File: config.mk
export PLATFORM = sky130hd
export DESIGN_NAME = rtn_network
export DESIGN_NICKNAME = d
export VERILOG_FILES = /design/src/rtn_pkg.sv /design/src/rtn_network.sv
export SDC_FILE = /design/constraint.sdc
export NUM_CORES = 1
export LEC_CHECK = 0
export ABC_AREA = 1
export BUFFER_PORTS_ARGS = -buffer_cell sky130_fd_sc_hd__buf_2
export CAP_MARGIN = 20
export CORE_MARGIN = 2
export CORE_UTILIZATION = 60
export DETAILED_ROUTE_END_ITERATION = 10
export PLACE_DENSITY = 0.8
export SYNTH_ARGS = -nofsm -noshare
export SYNTH_HDL_FRONTEND = slang
export SYNTH_SLANG_ARGS = --single-unit
File: constraint.sdc
create_clock -name clk_sys_i -period 5.3 [get_ports clk_sys_i]
set_clock_uncertainty 0.1 [all_clocks]
set_input_delay 0 -clock clk_sys_i [delete_from_list [all_inputs] [get_ports clk_sys_i]]
set_output_delay 0 -clock clk_sys_i [all_outputs]
set_load 0.01 [all_outputs]
File: src/rtn_pkg.sv
package rtn_pkg;

    // Register widths
    localparam int RTN_W_ADDR = 7;
    localparam int RTN_W_WORD = 6;
    localparam int RTN_W_MAG = 5;
    localparam int RTN_W_CD = 7;
    localparam int RTN_W_DIST = 4;

    // Byte offsets
    localparam logic [11:0] RTN_OFF_CMD = 12'h000;
    localparam logic [11:0] RTN_OFF_MCLR = 12'h004;
    localparam logic [11:0] RTN_OFF_MSET = 12'h008;
    localparam logic [11:0] RTN_OFF_DECODE = 12'h00c;
    localparam logic [11:0] RTN_OFF_ADDR = 12'h010;
    localparam logic [11:0] RTN_OFF_PROG = 12'h014;
    localparam logic [11:0] RTN_OFF_EXCH = 12'h018;
    localparam logic [11:0] RTN_OFF_QUOT = 12'h01c;
    localparam logic [11:0] RTN_OFF_CD = 12'h020;
    localparam logic [11:0] RTN_OFF_DIST = 12'h024;
    localparam logic [11:0] RTN_OFF_INSTR = 12'h028;
    localparam logic [11:0] RTN_OFF_FLAGS = 12'h02c;
    localparam logic [11:0] RTN_OFF_XMAG = 12'h030;
    localparam logic [11:0] RTN_OFF_QMAG = 12'h034;
    localparam logic [11:0] RTN_OFF_GROUPS = 12'h038;

    // Subcommand bits in the command register
    localparam int RTN_CMD_W = 16;
    localparam int RTN_C_ADDR_TO_EXCH = 0;
    localparam int RTN_C_PROG_TO_ADDR = 1;
    localparam int RTN_C_EXCH_TO_CD = 2;
    localparam int RTN_C_EXCH_TO_ADDR = 3;
    localparam int RTN_C_TOP_TO_CD = 4;
    localparam int RTN_C_TOP_TO_ADDR = 5;
    localparam int RTN_C_PRESET_CD5 = 6;
    localparam int RTN_C_PRESET_D7 = 7;
    localparam int RTN_C_PRESET_D13 = 8;
    localparam int RTN_C_PRESET_D16 = 9;
    localparam int RTN_C_INC_ADDR = 10;
    localparam int RTN_C_INC_PROG = 11;
    localparam int RTN_C_DEC_CD = 12;
    localparam int RTN_C_INC_DIST = 13;
    localparam int RTN_C_EXCH_TO_QUOT = 14;
    localparam int RTN_C_QUOT_TO_EXCH = 15;

    // Manual clear and set target bits
    localparam int RTN_MAN_W = 10;
    localparam int RTN_T_ADDR = 0;
    localparam int RTN_T_PROG = 1;
    localparam int RTN_T_EXCH = 2;
    localparam int RTN_T_QUOT = 3;
    localparam int RTN_T_CD = 4;
    localparam int RTN_T_DIST = 5;
    localparam int RTN_T_INSTR = 6;
    localparam int RTN_T_ZERO = 7;
    localparam int RTN_T_OVF = 8;
    localparam int RTN_T_SIGN = 9;

    // Instruction decode bits
    localparam int RTN_DEC_W = 7;
    localparam int RTN_D_JSUB = 0;
    localparam int RTN_D_JUNC = 1;
    localparam int RTN_D_JSIGN = 2;
    localparam int RTN_D_JZERO = 3;
    localparam int RTN_D_LDPOS = 4;
    localparam int RTN_D_LDNEG = 5;
    localparam int RTN_D_MINUS = 6;

    // Preset values: octal 5, 7, 13, 16
    localparam logic [6:0] RTN_CD_PRESET = 7'h05;
    localparam logic [3:0] RTN_D_PRESET_A = 4'h7;
    localparam logic [3:0] RTN_D_PRESET_B = 4'hb;
    localparam logic [3:0] RTN_D_PRESET_C = 4'he;

    // Field positions
    localparam int RTN_TOP_INSTR_BIT = 0;
    localparam int RTN_SIGN_BIT = 0;
    localparam int RTN_F_ZERO = 0;
    localparam int RTN_F_OVF = 1;
    localparam int RTN_F_SIGN = 2;

    typedef struct packed {
        logic sign;
        logic overflow_ff;
        logic logic_zero_ff;
    } rtn_flags_t;

    localparam rtn_flags_t RTN_FLAGS_RESET = '{1'b0, 1'b0, 1'b0};

endpackage

File: src/rtn_network.sv
// Behaviour
// - Exchange and quotient transfers copy every bit in place
// - Address upper six bits load exchange
// - Program counter fills address upper six
// - Exchange fills countdown low; top bit separate
// - Exchange fills address low; top bit separate
// - Countdown preset forces octal five
// - Distributor presets force octal 7, 13, 16
// - Address counter only increments or loads
// - Program counter counts upward only
// - Exchange magnitude view omits sign bit
// - Quotient holds six; magnitude omits sign
// - Zero, overflow, sign are single flip-flops
// - Every register except decode has manual clear and set
// - Jump and load groups are decode ORs
// - Countdown decrements; distributor four-bit incrementing
// - Instruction register six bits, bit zero source
// - Master clear resets every flip-flop except the APB answer and its own synchroniser
module rtn_network
    import rtn_pkg::*;
(
    input wire logic clk_sys_i,
    input wire logic reset_i,
    input wire logic master_clear_i,
    input wire logic psel_i,
    input wire logic penable_i,
    input wire logic pwrite_i,
    input wire logic [11:0] paddr_i,
    input wire logic [31:0] pwdata_i,
    output logic [31:0] prdata_o,
    output logic pready_o,
    output logic pslverr_o,
    output logic jump_group_o,
    output logic load_group_o,
    output logic load_neg_or_subtract_group_o,
    output rtn_flags_t flags_o
);

    logic mclr_meta;
    logic mclr_sync;
    logic clear_all;
    logic [RTN_W_ADDR-1:0] addr_cnt;
    logic [RTN_W_WORD-1:0] prog_cnt;
    logic [RTN_W_WORD-1:0] exchange;
    logic [RTN_W_WORD-1:0] quotient;
    logic [RTN_W_CD-1:0] countdown;
    logic [RTN_W_DIST-1:0] distributor;
    logic [RTN_W_WORD-1:0] instr;
    rtn_flags_t flags;
    logic [RTN_DEC_W-1:0] decode;
    logic [RTN_CMD_W-1:0] subcmd;
    logic [RTN_MAN_W-1:0] manual_clear;
    logic [RTN_MAN_W-1:0] manual_set;
    logic [RTN_W_MAG-1:0] exchange_magnitude;
    logic [RTN_W_MAG-1:0] quotient_magnitude;
    logic wr_en;
    logic setup;
    logic [31:0] next_rdata;
    logic next_err;
    logic top_bit;

    assign clear_all = reset_i | mclr_sync;
    assign wr_en = psel_i & penable_i & pwrite_i;
    assign setup = psel_i & ~penable_i;
    assign top_bit = instr[RTN_TOP_INSTR_BIT];
    assign exchange_magnitude = exchange[RTN_W_WORD-1:1];
    assign quotient_magnitude = quotient[RTN_W_WORD-1:1];

    always_ff @(posedge clk_sys_i) begin
        if (reset_i) begin
            mclr_meta <= 1'b0;
            mclr_sync <= 1'b0;
        end else begin
            mclr_meta <= master_clear_i;
            mclr_sync <= mclr_meta;
        end
    end

    always_ff @(posedge clk_sys_i) begin
        if (clear_all) begin
            subcmd <= '0;
            manual_clear <= '0;
            manual_set <= '0;
        end else begin
            subcmd <= '0;
            manual_clear <= '0;
            manual_set <= '0;
            if (wr_en && paddr_i == RTN_OFF_CMD) begin
                subcmd <= pwdata_i[RTN_CMD_W-1:0];
            end else if (wr_en && paddr_i == RTN_OFF_MCLR) begin
                manual_clear <= pwdata_i[RTN_MAN_W-1:0];
            end else if (wr_en && paddr_i == RTN_OFF_MSET) begin
                manual_set <= pwdata_i[RTN_MAN_W-1:0];
            end
        end
    end

    // Memory address counter
    always_ff @(posedge clk_sys_i) begin
        if (clear_all) begin
            addr_cnt <= '0;
        end else if (manual_clear[RTN_T_ADDR]) begin
            addr_cnt <= '0;
        end else if (manual_set[RTN_T_ADDR]) begin
            addr_cnt <= '1;
        end else if (wr_en && paddr_i == RTN_OFF_ADDR) begin
            addr_cnt <= pwdata_i[RTN_W_ADDR-1:0];
        end else if (subcmd[RTN_C_PROG_TO_ADDR]) begin
            addr_cnt <= {prog_cnt, addr_cnt[0]};
        end else if (subcmd[RTN_C_EXCH_TO_ADDR]) begin
            addr_cnt <= {top_bit, exchange};
        end else if (subcmd[RTN_C_TOP_TO_ADDR]) begin
            addr_cnt <= {top_bit, addr_cnt[RTN_W_ADDR-2:0]};
        end else if (subcmd[RTN_C_INC_ADDR]) begin
            addr_cnt <= addr_cnt + 7'h01;
        end
    end

    // Program address counter
    always_ff @(posedge clk_sys_i) begin
        if (clear_all) begin
            prog_cnt <= '0;
        end else if (manual_clear[RTN_T_PROG]) begin
            prog_cnt <= '0;
        end else if (manual_set[RTN_T_PROG]) begin
            prog_cnt <= '1;
        end else if (wr_en && paddr_i == RTN_OFF_PROG) begin
            prog_cnt <= pwdata_i[RTN_W_WORD-1:0];
        end else if (subcmd[RTN_C_INC_PROG]) begin
            prog_cnt <= prog_cnt + 6'h01;
        end
    end

    // Exchange register
    always_ff @(posedge clk_sys_i) begin
        if (clear_all) begin
            exchange <= '0;
        end else if (manual_clear[RTN_T_EXCH]) begin
            exchange <= '0;
        end else if (manual_set[RTN_T_EXCH]) begin
            exchange <= '1;
        end else if (wr_en && paddr_i == RTN_OFF_EXCH) begin
            exchange <= pwdata_i[RTN_W_WORD-1:0];
        end else if (subcmd[RTN_C_ADDR_TO_EXCH]) begin
            exchange <= addr_cnt[RTN_W_ADDR-1:1];
        end else if (subcmd[RTN_C_QUOT_TO_EXCH]) begin
            exchange <= quotient;
        end
    end

    // Quotient register
    always_ff @(posedge clk_sys_i) begin
        if (clear_all) begin
            quotient <= '0;
        end else if (manual_clear[RTN_T_QUOT]) begin
            quotient <= '0;
        end else if (manual_set[RTN_T_QUOT]) begin
            quotient <= '1;
        end else if (wr_en && paddr_i == RTN_OFF_QUOT) begin
            quotient <= pwdata_i[RTN_W_WORD-1:0];
        end else if (subcmd[RTN_C_EXCH_TO_QUOT]) begin
            quotient <= exchange;
        end
    end

    // Count-down counter
    always_ff @(posedge clk_sys_i) begin
        if (clear_all) begin
            countdown <= '0;
        end else if (manual_clear[RTN_T_CD]) begin
            countdown <= '0;
        end else if (manual_set[RTN_T_CD]) begin
            countdown <= '1;
        end else if (wr_en && paddr_i == RTN_OFF_CD) begin
            countdown <= pwdata_i[RTN_W_CD-1:0];
        end else if (subcmd[RTN_C_PRESET_CD5]) begin
            countdown <= RTN_CD_PRESET;
        end else if (subcmd[RTN_C_EXCH_TO_CD]) begin
            countdown <= {top_bit, exchange};
        end else if (subcmd[RTN_C_TOP_TO_CD]) begin
            countdown <= {top_bit, countdown[RTN_W_CD-2:0]};
        end else if (subcmd[RTN_C_DEC_CD]) begin
            countdown <= countdown - 7'h01;
        end
    end

    // Distributor counter
    always_ff @(posedge clk_sys_i) begin
        if (clear_all) begin
            distributor <= '0;
        end else if (manual_clear[RTN_T_DIST]) begin
            distributor <= '0;
        end else if (manual_set[RTN_T_DIST]) begin
            distributor <= '1;
        end else if (wr_en && paddr_i == RTN_OFF_DIST) begin
            distributor <= pwdata_i[RTN_W_DIST-1:0];
        end else if (subcmd[RTN_C_PRESET_D7]) begin
            distributor <= RTN_D_PRESET_A;
        end else if (subcmd[RTN_C_PRESET_D13]) begin
            distributor <= RTN_D_PRESET_B;
        end else if (subcmd[RTN_C_PRESET_D16]) begin
            distributor <= RTN_D_PRESET_C;
        end else if (subcmd[RTN_C_INC_DIST]) begin
            distributor <= distributor + 4'h1;
        end
    end

    // Instruction register and decode inputs
    always_ff @(posedge clk_sys_i) begin
        if (clear_all) begin
            instr <= '0;
            decode <= '0;
        end else begin
            if (manual_clear[RTN_T_INSTR]) begin
                instr <= '0;
            end else if (manual_set[RTN_T_INSTR]) begin
                instr <= '1;
            end else if (wr_en && paddr_i == RTN_OFF_INSTR) begin
                instr <= pwdata_i[RTN_W_WORD-1:0];
            end
            if (wr_en && paddr_i == RTN_OFF_DECODE) begin
                decode <= pwdata_i[RTN_DEC_W-1:0];
            end
        end
    end

    always_ff @(posedge clk_sys_i) begin
        if (clear_all) begin
            flags <= RTN_FLAGS_RESET;
        end else begin
            if (manual_clear[RTN_T_ZERO]) begin
                flags.logic_zero_ff <= 1'b0;
            end else if (manual_set[RTN_T_ZERO]) begin
                flags.logic_zero_ff <= 1'b1;
            end else if (wr_en && paddr_i == RTN_OFF_FLAGS) begin
                flags.logic_zero_ff <= pwdata_i[RTN_F_ZERO];
            end
            if (manual_clear[RTN_T_OVF]) begin
                flags.overflow_ff <= 1'b0;
            end else if (manual_set[RTN_T_OVF]) begin
                flags.overflow_ff <= 1'b1;
            end else if (wr_en && paddr_i == RTN_OFF_FLAGS) begin
                flags.overflow_ff <= pwdata_i[RTN_F_OVF];
            end
            if (manual_clear[RTN_T_SIGN]) begin
                flags.sign <= 1'b0;
            end else if (manual_set[RTN_T_SIGN]) begin
                flags.sign <= 1'b1;
            end else if (wr_en && paddr_i == RTN_OFF_FLAGS) begin
                flags.sign <= pwdata_i[RTN_F_SIGN];
            end
        end
    end

    // Group outputs and flags
    always_ff @(posedge clk_sys_i) begin
        if (clear_all) begin
            jump_group_o <= 1'b0;
            load_group_o <= 1'b0;
            load_neg_or_subtract_group_o <= 1'b0;
            flags_o <= RTN_FLAGS_RESET;
        end else begin
            jump_group_o <= decode[RTN_D_JSUB] | decode[RTN_D_JUNC]
                | decode[RTN_D_JSIGN] | decode[RTN_D_JZERO];
            load_group_o <= decode[RTN_D_LDPOS] | decode[RTN_D_LDNEG];
            load_neg_or_subtract_group_o <= decode[RTN_D_LDNEG]
                | decode[RTN_D_MINUS];
            flags_o <= flags;
        end
    end

    // Read decode
    always_comb begin
        next_rdata = 32'h0000_0000;
        next_err = 1'b0;
        if (paddr_i == RTN_OFF_CMD || paddr_i == RTN_OFF_MCLR
            || paddr_i == RTN_OFF_MSET) begin
            next_rdata = 32'h0000_0000;
        end else if (paddr_i == RTN_OFF_DECODE) begin
            next_rdata = {25'h0, decode};
        end else if (paddr_i == RTN_OFF_ADDR) begin
            next_rdata = {25'h0, addr_cnt};
        end else if (paddr_i == RTN_OFF_PROG) begin
            next_rdata = {26'h0, prog_cnt};
        end else if (paddr_i == RTN_OFF_EXCH) begin
            next_rdata = {26'h0, exchange};
        end else if (paddr_i == RTN_OFF_QUOT) begin
            next_rdata = {26'h0, quotient};
        end else if (paddr_i == RTN_OFF_CD) begin
            next_rdata = {25'h0, countdown};
        end else if (paddr_i == RTN_OFF_DIST) begin
            next_rdata = {28'h0, distributor};
        end else if (paddr_i == RTN_OFF_INSTR) begin
            next_rdata = {26'h0, instr};
        end else if (paddr_i == RTN_OFF_FLAGS) begin
            next_rdata = {29'h0, flags};
        end else if (paddr_i == RTN_OFF_XMAG) begin
            next_rdata = {27'h0, exchange_magnitude};
        end else if (paddr_i == RTN_OFF_QMAG) begin
            next_rdata = {27'h0, quotient_magnitude};
        end else if (paddr_i == RTN_OFF_GROUPS) begin
            next_rdata = {29'h0, load_neg_or_subtract_group_o,
                load_group_o, jump_group_o};
        end else begin
            next_err = 1'b1;
        end
    end

    // APB answer, latched in setup phase
    always_ff @(posedge clk_sys_i) begin
        if (reset_i) begin
            prdata_o <= 32'h0000_0000;
            pslverr_o <= 1'b0;
            pready_o <= 1'b0;
        end else begin
            pready_o <= 1'b1;
            if (setup) begin
                prdata_o <= pwrite_i ? 32'h0000_0000 : next_rdata;
                pslverr_o <= next_err;
            end
        end
    end

endmodule

# After elaboration in Yosys (flattened, before gate mapping)
# Index checks and enable logic that the tools add are counted.
# totals
regBits	130
inputBits	50
out_inout_bits	40
wordCells	171
# classes
n_addsub	4
eq_ne	18
mux	64
bitwise	13
reduce_logical	44
# op_table
cell	n
$mux W7	19
$eq A12 B6 Y1 const B	7
$mux W6	14
$eq A12 B5 Y1 const B	4
$mux W32	1
$eq A12 B4 Y1 const B	2
$mux W4	6
$reduce_or A2 Y1	11
$mux W1	20
$reduce_bool A6 Y1	3
$mux W5	3
$eq A12 B3 Y1 const B	1
$logic_and A1 B1 Y1	12
$logic_not A12 Y1	1
$reduce_bool A5 Y1	2
$reduce_bool A2 Y1	4
$reduce_bool A4 Y1	2
$add A7 B1 Y7 const B	1
$sub A7 B1 Y7 const B	1
$add A6 B1 Y6 const B	1
$or A1 B1 Y1	6
$reduce_bool A3 Y1	2
$ne A5 B2 Y1 const B	1
$ne A5 B3 Y1 const B	1
11 further kinds	18

# Longest topological paths before layout
# depth
word_depth	15
ltp_mapped	17
depth_no_buf	17

# Least setup slack after synthesis
# No wires, ideal clock.
# synth_path
kind	register to register
from	register addr_cnt[1]
to	register addr_cnt[6]
setup_ns	0.116
arrival_time_ns	1.468
required_ns	5.084
path_slack_ns	3.616
path_stages_with_launch	13
period_less_slack_ns	1.684
path_cell_list	dfxtp_1 -> ha_1 -> nand3_1 -> nor2_1 -> inv_1 -> o21ai_0 -> nand3_1 -> o21ai_0 -> a21oi_1 -> a21oi_1 -> nand3_1 -> o211ai_1 -> inv_1
# synth_via
elab_chain_cells	7
# synth_lines
item	line	source
from (decl)	rtn_network.sv:42	logic [RTN_W_ADDR-1:0] addr_cnt;
from (signal assigned)	rtn_network.sv:107	addr_cnt <= pwdata_i[RTN_W_ADDR-1:0];
from (signal assigned)	rtn_network.sv:109	addr_cnt <= {prog_cnt, addr_cnt[0]};
from (signal assigned)	rtn_network.sv:111	addr_cnt <= {top_bit, exchange};
$add A7 B1 Y7	rtn_network.sv:115	addr_cnt <= addr_cnt + 7'h01;
$mux W7	rtn_network.sv:114	end else if (subcmd[RTN_C_INC_ADDR]) begin
$mux W7	rtn_network.sv:112	end else if (subcmd[RTN_C_TOP_TO_ADDR]) begin
$mux W7	rtn_network.sv:110	end else if (subcmd[RTN_C_EXCH_TO_ADDR]) begin
$mux W7	rtn_network.sv:108	end else if (subcmd[RTN_C_PROG_TO_ADDR]) begin
$mux W7	rtn_network.sv:106	end else if (wr_en && paddr_i == RTN_OFF_ADDR) begin
$mux W7	rtn_network.sv:104	end else if (manual_set[RTN_T_ADDR]) begin
# No other way between the ends. The select of a mux whose other input is x is not followed.
# A chain may end at the register's enable or synchronous reset.

# Worst setup path after layout
# layout_path
from	input penable_i
to	register prog_cnt[4]
# layout_via
elab_chain_cells	5
# layout_lines
item	line	source
from (decl)	rtn_network.sv:26	input wire logic penable_i,
$and A1 B1 Y1 (*) (2 in series)	rtn_network.sv:63	assign wr_en = psel_i & penable_i & pwrite_i;
$logic_and A1 B1 Y1 (*)	rtn_network.sv:127	end else if (wr_en && paddr_i == RTN_OFF_PROG) begin
$mux W6	rtn_network.sv:127	
$mux W6	rtn_network.sv:125	end else if (manual_set[RTN_T_PROG]) begin
to (signal assigned)	rtn_network.sv:128	prog_cnt <= pwdata_i[RTN_W_WORD-1:0];
to (signal assigned)	rtn_network.sv:130	prog_cnt <= prog_cnt + 6'h01;
to (decl)	rtn_network.sv:43	logic [RTN_W_WORD-1:0] prog_cnt;
# Mark *: on every way between the ends. The rest lies on a longest branch, timed or not.

==> impl_metrics.py <==
metrics = {
    "min_path": {
        "worstHoldPathCells": 5,
        "hold_path.class": "input port to flip-flop",
        "holdPathEnd": "pslverr_o",
        "hold_start": "psel_i",
    },
    "timing": {
        "report.final.slew_viol_count": 0,
        "max_slew.worst_pin.slew_ns": 0.897,
        "rsz0062_at_grt": "false",
        "tns_ns": 0,
        "final-setup-viol-count": 0,
        "fin_crit_sh": 0.430,
        "period_minus_slack_ns": 2.28,
        "finalHoldViolations": 0,
        "holdWs_ns": 0.0338,
        "fmax_ghz": 0.439,
        "relSlewSlack": 0.400,
    },
    "clock_tree": {
        "clockBufferDepth": 2,
        "clk_latency_ns": 0.38,
        "cts_tree": "built",
        "htree_levels": 3,
        "cts_setup_buffers": 0,
        "clock_sinks": 105,
        "cts_root_buf": "clkbuf_8",
        "path_clk_slew_ns": 0.11,
        "numCtsBuffers": 9,
    },
    "place": {
        "gp_congestion": 0.986,
        "port_buffers": 48,
        "place_area_um2": 6040,
        "hpwl_mm": 12.9,
    },
    "floorplanning": {
        "dieArea_um2": 10500,
        "die-width_um": 102,
        "io_pins": 90,
        "fp-row-count": 35,
        "start_util": 0.623,
        "core_region_area_um2": 9330,
        "die_h_um": 102,
    },
    "critical_path": {
        "crit_type": "input port to flip-flop",
        "cp-end-kind": "flip-flop",
        "r2r_start": "addr_cnt[1]",
        "crit_required_ns": 5.44,
        "cp_max_fo": 11,
        "rr_worst_depth": 12,
        "reg2reg_to": "addr_cnt[6]",
        "start_kind": "input port",
        "r2r_slack_ns": 3.20,
        "cp.arrival_ns": 2.42,
        "crit_start": "penable_i",
    },
    "pwr": {
        "ir_worst_vdd_uv": 149,
        "p_per_area_nw_per_um2": 214,
        "p_leak_nw": 2.97,
    },
    "synthesis": {
        "synth_area_um2": 5810,
        "synth_top_area_frac": 0.362,
        "ys_async_sr_fraction": 0,
        "yosys.area.top_type": "dfxtp_1",
        "ys_warn_count": 0,
        "ys_ff_latch": 105,
        "synth.distinct_cells": 50,
        "syn_inst": 814,
        "synth_flop_cell": "dfxtp_1",
        "synth_edf_count": 0,
        "ys_seq_area_frac": 0.362,
        "yosys-top-cells-area": "dfxtp_1, nand2_1, inv_1",
        "syn_area_per_cell_um2": 7.14,
    },
    "drt": {
        "drt_iter0_drc": 527,
        "drc": 0,
        "routed_wl_mm": 17.3,
        "vias_per_cell": 5.70,
        "antenna_left": 0,
        "drt_pass1_iterations": 5,
        "num_vias": 5779,
        "wl_per_cell_um": 17.0,
    },
    "layout": {
        "layout.nets": 934,
        "finalInstanceArea_um2": 6450,
        "final_util": 0.692,
        "areaGrowthSynthToFinish_pct": 11.1,
        "drive_gt1_frac": 0.158,
        "n_antenna_cell": 0,
    },
    "grt": {
        "grt_pass1_vias": 5151,
        "overflow": 0,
        "track_usage": 0.339,
        "antenna_found_initial": 0,
        "grt_start_max_net_pins": 24,
        "grt_pass1_wl_mm": 27.0,
    },
    "job": {
        "drv_cap": 0,
    },
    "status": {
        "status": "completed",
    },
}
## area by class of cell
| type | count | area, um2 |
|---|---|---|
| multi-input combinational | 557 | 3020 |
| fill | 817 | 2880 |
| sequential | 105 | 2100 |
| inverter | 137 | 517 |
| timing repair buffer | 70 | 460 |
| tap | 129 | 161 |
| clock buffer | 9 | 124 |
| clock inverter | 7 | 72.6 |
## sequential cells by signal, indices dropped and copies added, names as in the netlist, 3 cells and up
signal,count
addr_cnt,7
countdown,7
decode,7
distributor,4
exchange,6
flags,3
flags_o,3
instr,6
manual_clear,10
manual_set,10
prdata_o,7
prog_cnt,6
quotient,6
subcmd,16
## worst max path at each step
stage                        to  slack (ns)  cells after the start
finish              prog_cnt[4]        3.02                     11
detailed placement  prog_cnt[4]        3.19                     10
global placement    prog_cnt[5]        3.27                     10
global route        prog_cnt[4]        2.84                     11
CTS                 prog_cnt[4]        3.06                     11
floorplan           addr_cnt[6]        3.62                     12
## power breakdown
part,internal [mW],switching (mW),total (mW)
Combinational,0.0293,0.0664,0.0957
Clock,0.185,0.310,0.495
Sequential,0.790,0.000571,0.791
Total,1.00,0.377,1.38
## Yosys cell counts (2+ instances only)
master     number
nand2_1       137
inv_1         111
dfxtp_1       105
nor2_1        104
a21oi_1        51
o21ai_0        50
buf_4          27
nand3_1        26
inv_2          21
a221oi_1       17
o21ai_1        12
nand2_2        11
nor3_1         11
a31oi_1        10
nor2_2          9
nor2_4          9
o211ai_1        9
xor2_1          8
a211oi_1        7
nand4_1         7
clkbuf_1        5
o22ai_1         5
a221oi_2        4
a311oi_1        4
buf_1           4
clkinv_1        4
ha_1            4
nor2_8          4
or2_2           4
a211oi_2        3
nand2_4         3
nand3b_1        3
o2111ai_1       3
buf_6           2
nand3_4         2
nor3_4          2
o221ai_1        2
xnor2_1         2
## layout by cell type (no fill, tap or decap), types with 4 or more instances in the layout
cell type      Yosys  layout
xor2_1             8       8
nand4_1            7       7
nor2_8             4       4
buf_2              1      48
nand2_1          137     137
ha_1               4       4
nor3_1            11      11
or2_2              4       4
a21oi_1           51      51
nor2_1           104     104
o21ai_1           12      12
dfxtp_1          105     105
nand2_2           11      11
nand3_1           26      26
nor2_2             9       9
clkinv_1           4       4
o211ai_1           9       9
o22ai_1            5       5
nor2_4             9       9
a221oi_1          17      17
a221oi_2           4       4
clkbuf_8           0       9
a211oi_1           7       7
a31oi_1           10      10
a311oi_1           4       4
inv_2             21      21
inv_1            111     111
o21ai_0           50      50
conb_1             1      25
dlygate4sd3_1      0      22
## per-layer routing
metal	global-route usage	vias to the layer above	share of wire
met4	0.114	0	0.028
met2	0.543	338	0.45
met5	0	-	0
met3	0.0431	35	0.089
met1	0.476	2642	0.44
li1	-	2764	-
## stage by stage
step / total power [mW] / std cells / setup slack (ns)
CTS: 1.38 / 1014 / 3.06
floorplan: 0.869 / 838 / 3.62
detailed placement: 0.889 / 976 / 3.19
global route: 1.42 / 1014 / 2.84
global placement: 0.887 / 976 / 3.27
finish: 1.38 / 1014 / 3.02
## kinds of logic (layout without fill, tap and decap cells)
group / after synthesis / after routing / synth area share
other: 1 / 25 / 0.000646
adders and majority gates: 4 / 4 / 0.00862
and+or+nand+nor: 334 / 334 / 0.276
buffers and inverters: 176 / 223 / 0.134
AOI/OAI and AO/OA: 184 / 184 / 0.203
DFF: 105 / 105 / 0.362
xor gates and xnor gates: 10 / 10 / 0.0151
## critical path, cell delays in order
cell	delay [ns]
dlygate4sd3_1	0.52
buf_2	0.10
inv_1	0.05
nor3_4	0.44
inv_2	0.21
nor2_2	0.40
inv_2	0.08
nand2_1	0.14
inv_2	0.08
nor2_2	0.23
a311oi_1	0.15
## what timing repair did
item / 4_1_cts / 5_1_grt
hold buffers: 22 / 0
gates resized for setup: 0 / 0
hold endpoints to repair: 46 / 0
No activity file was read; power rests on OpenSTA's default activity.
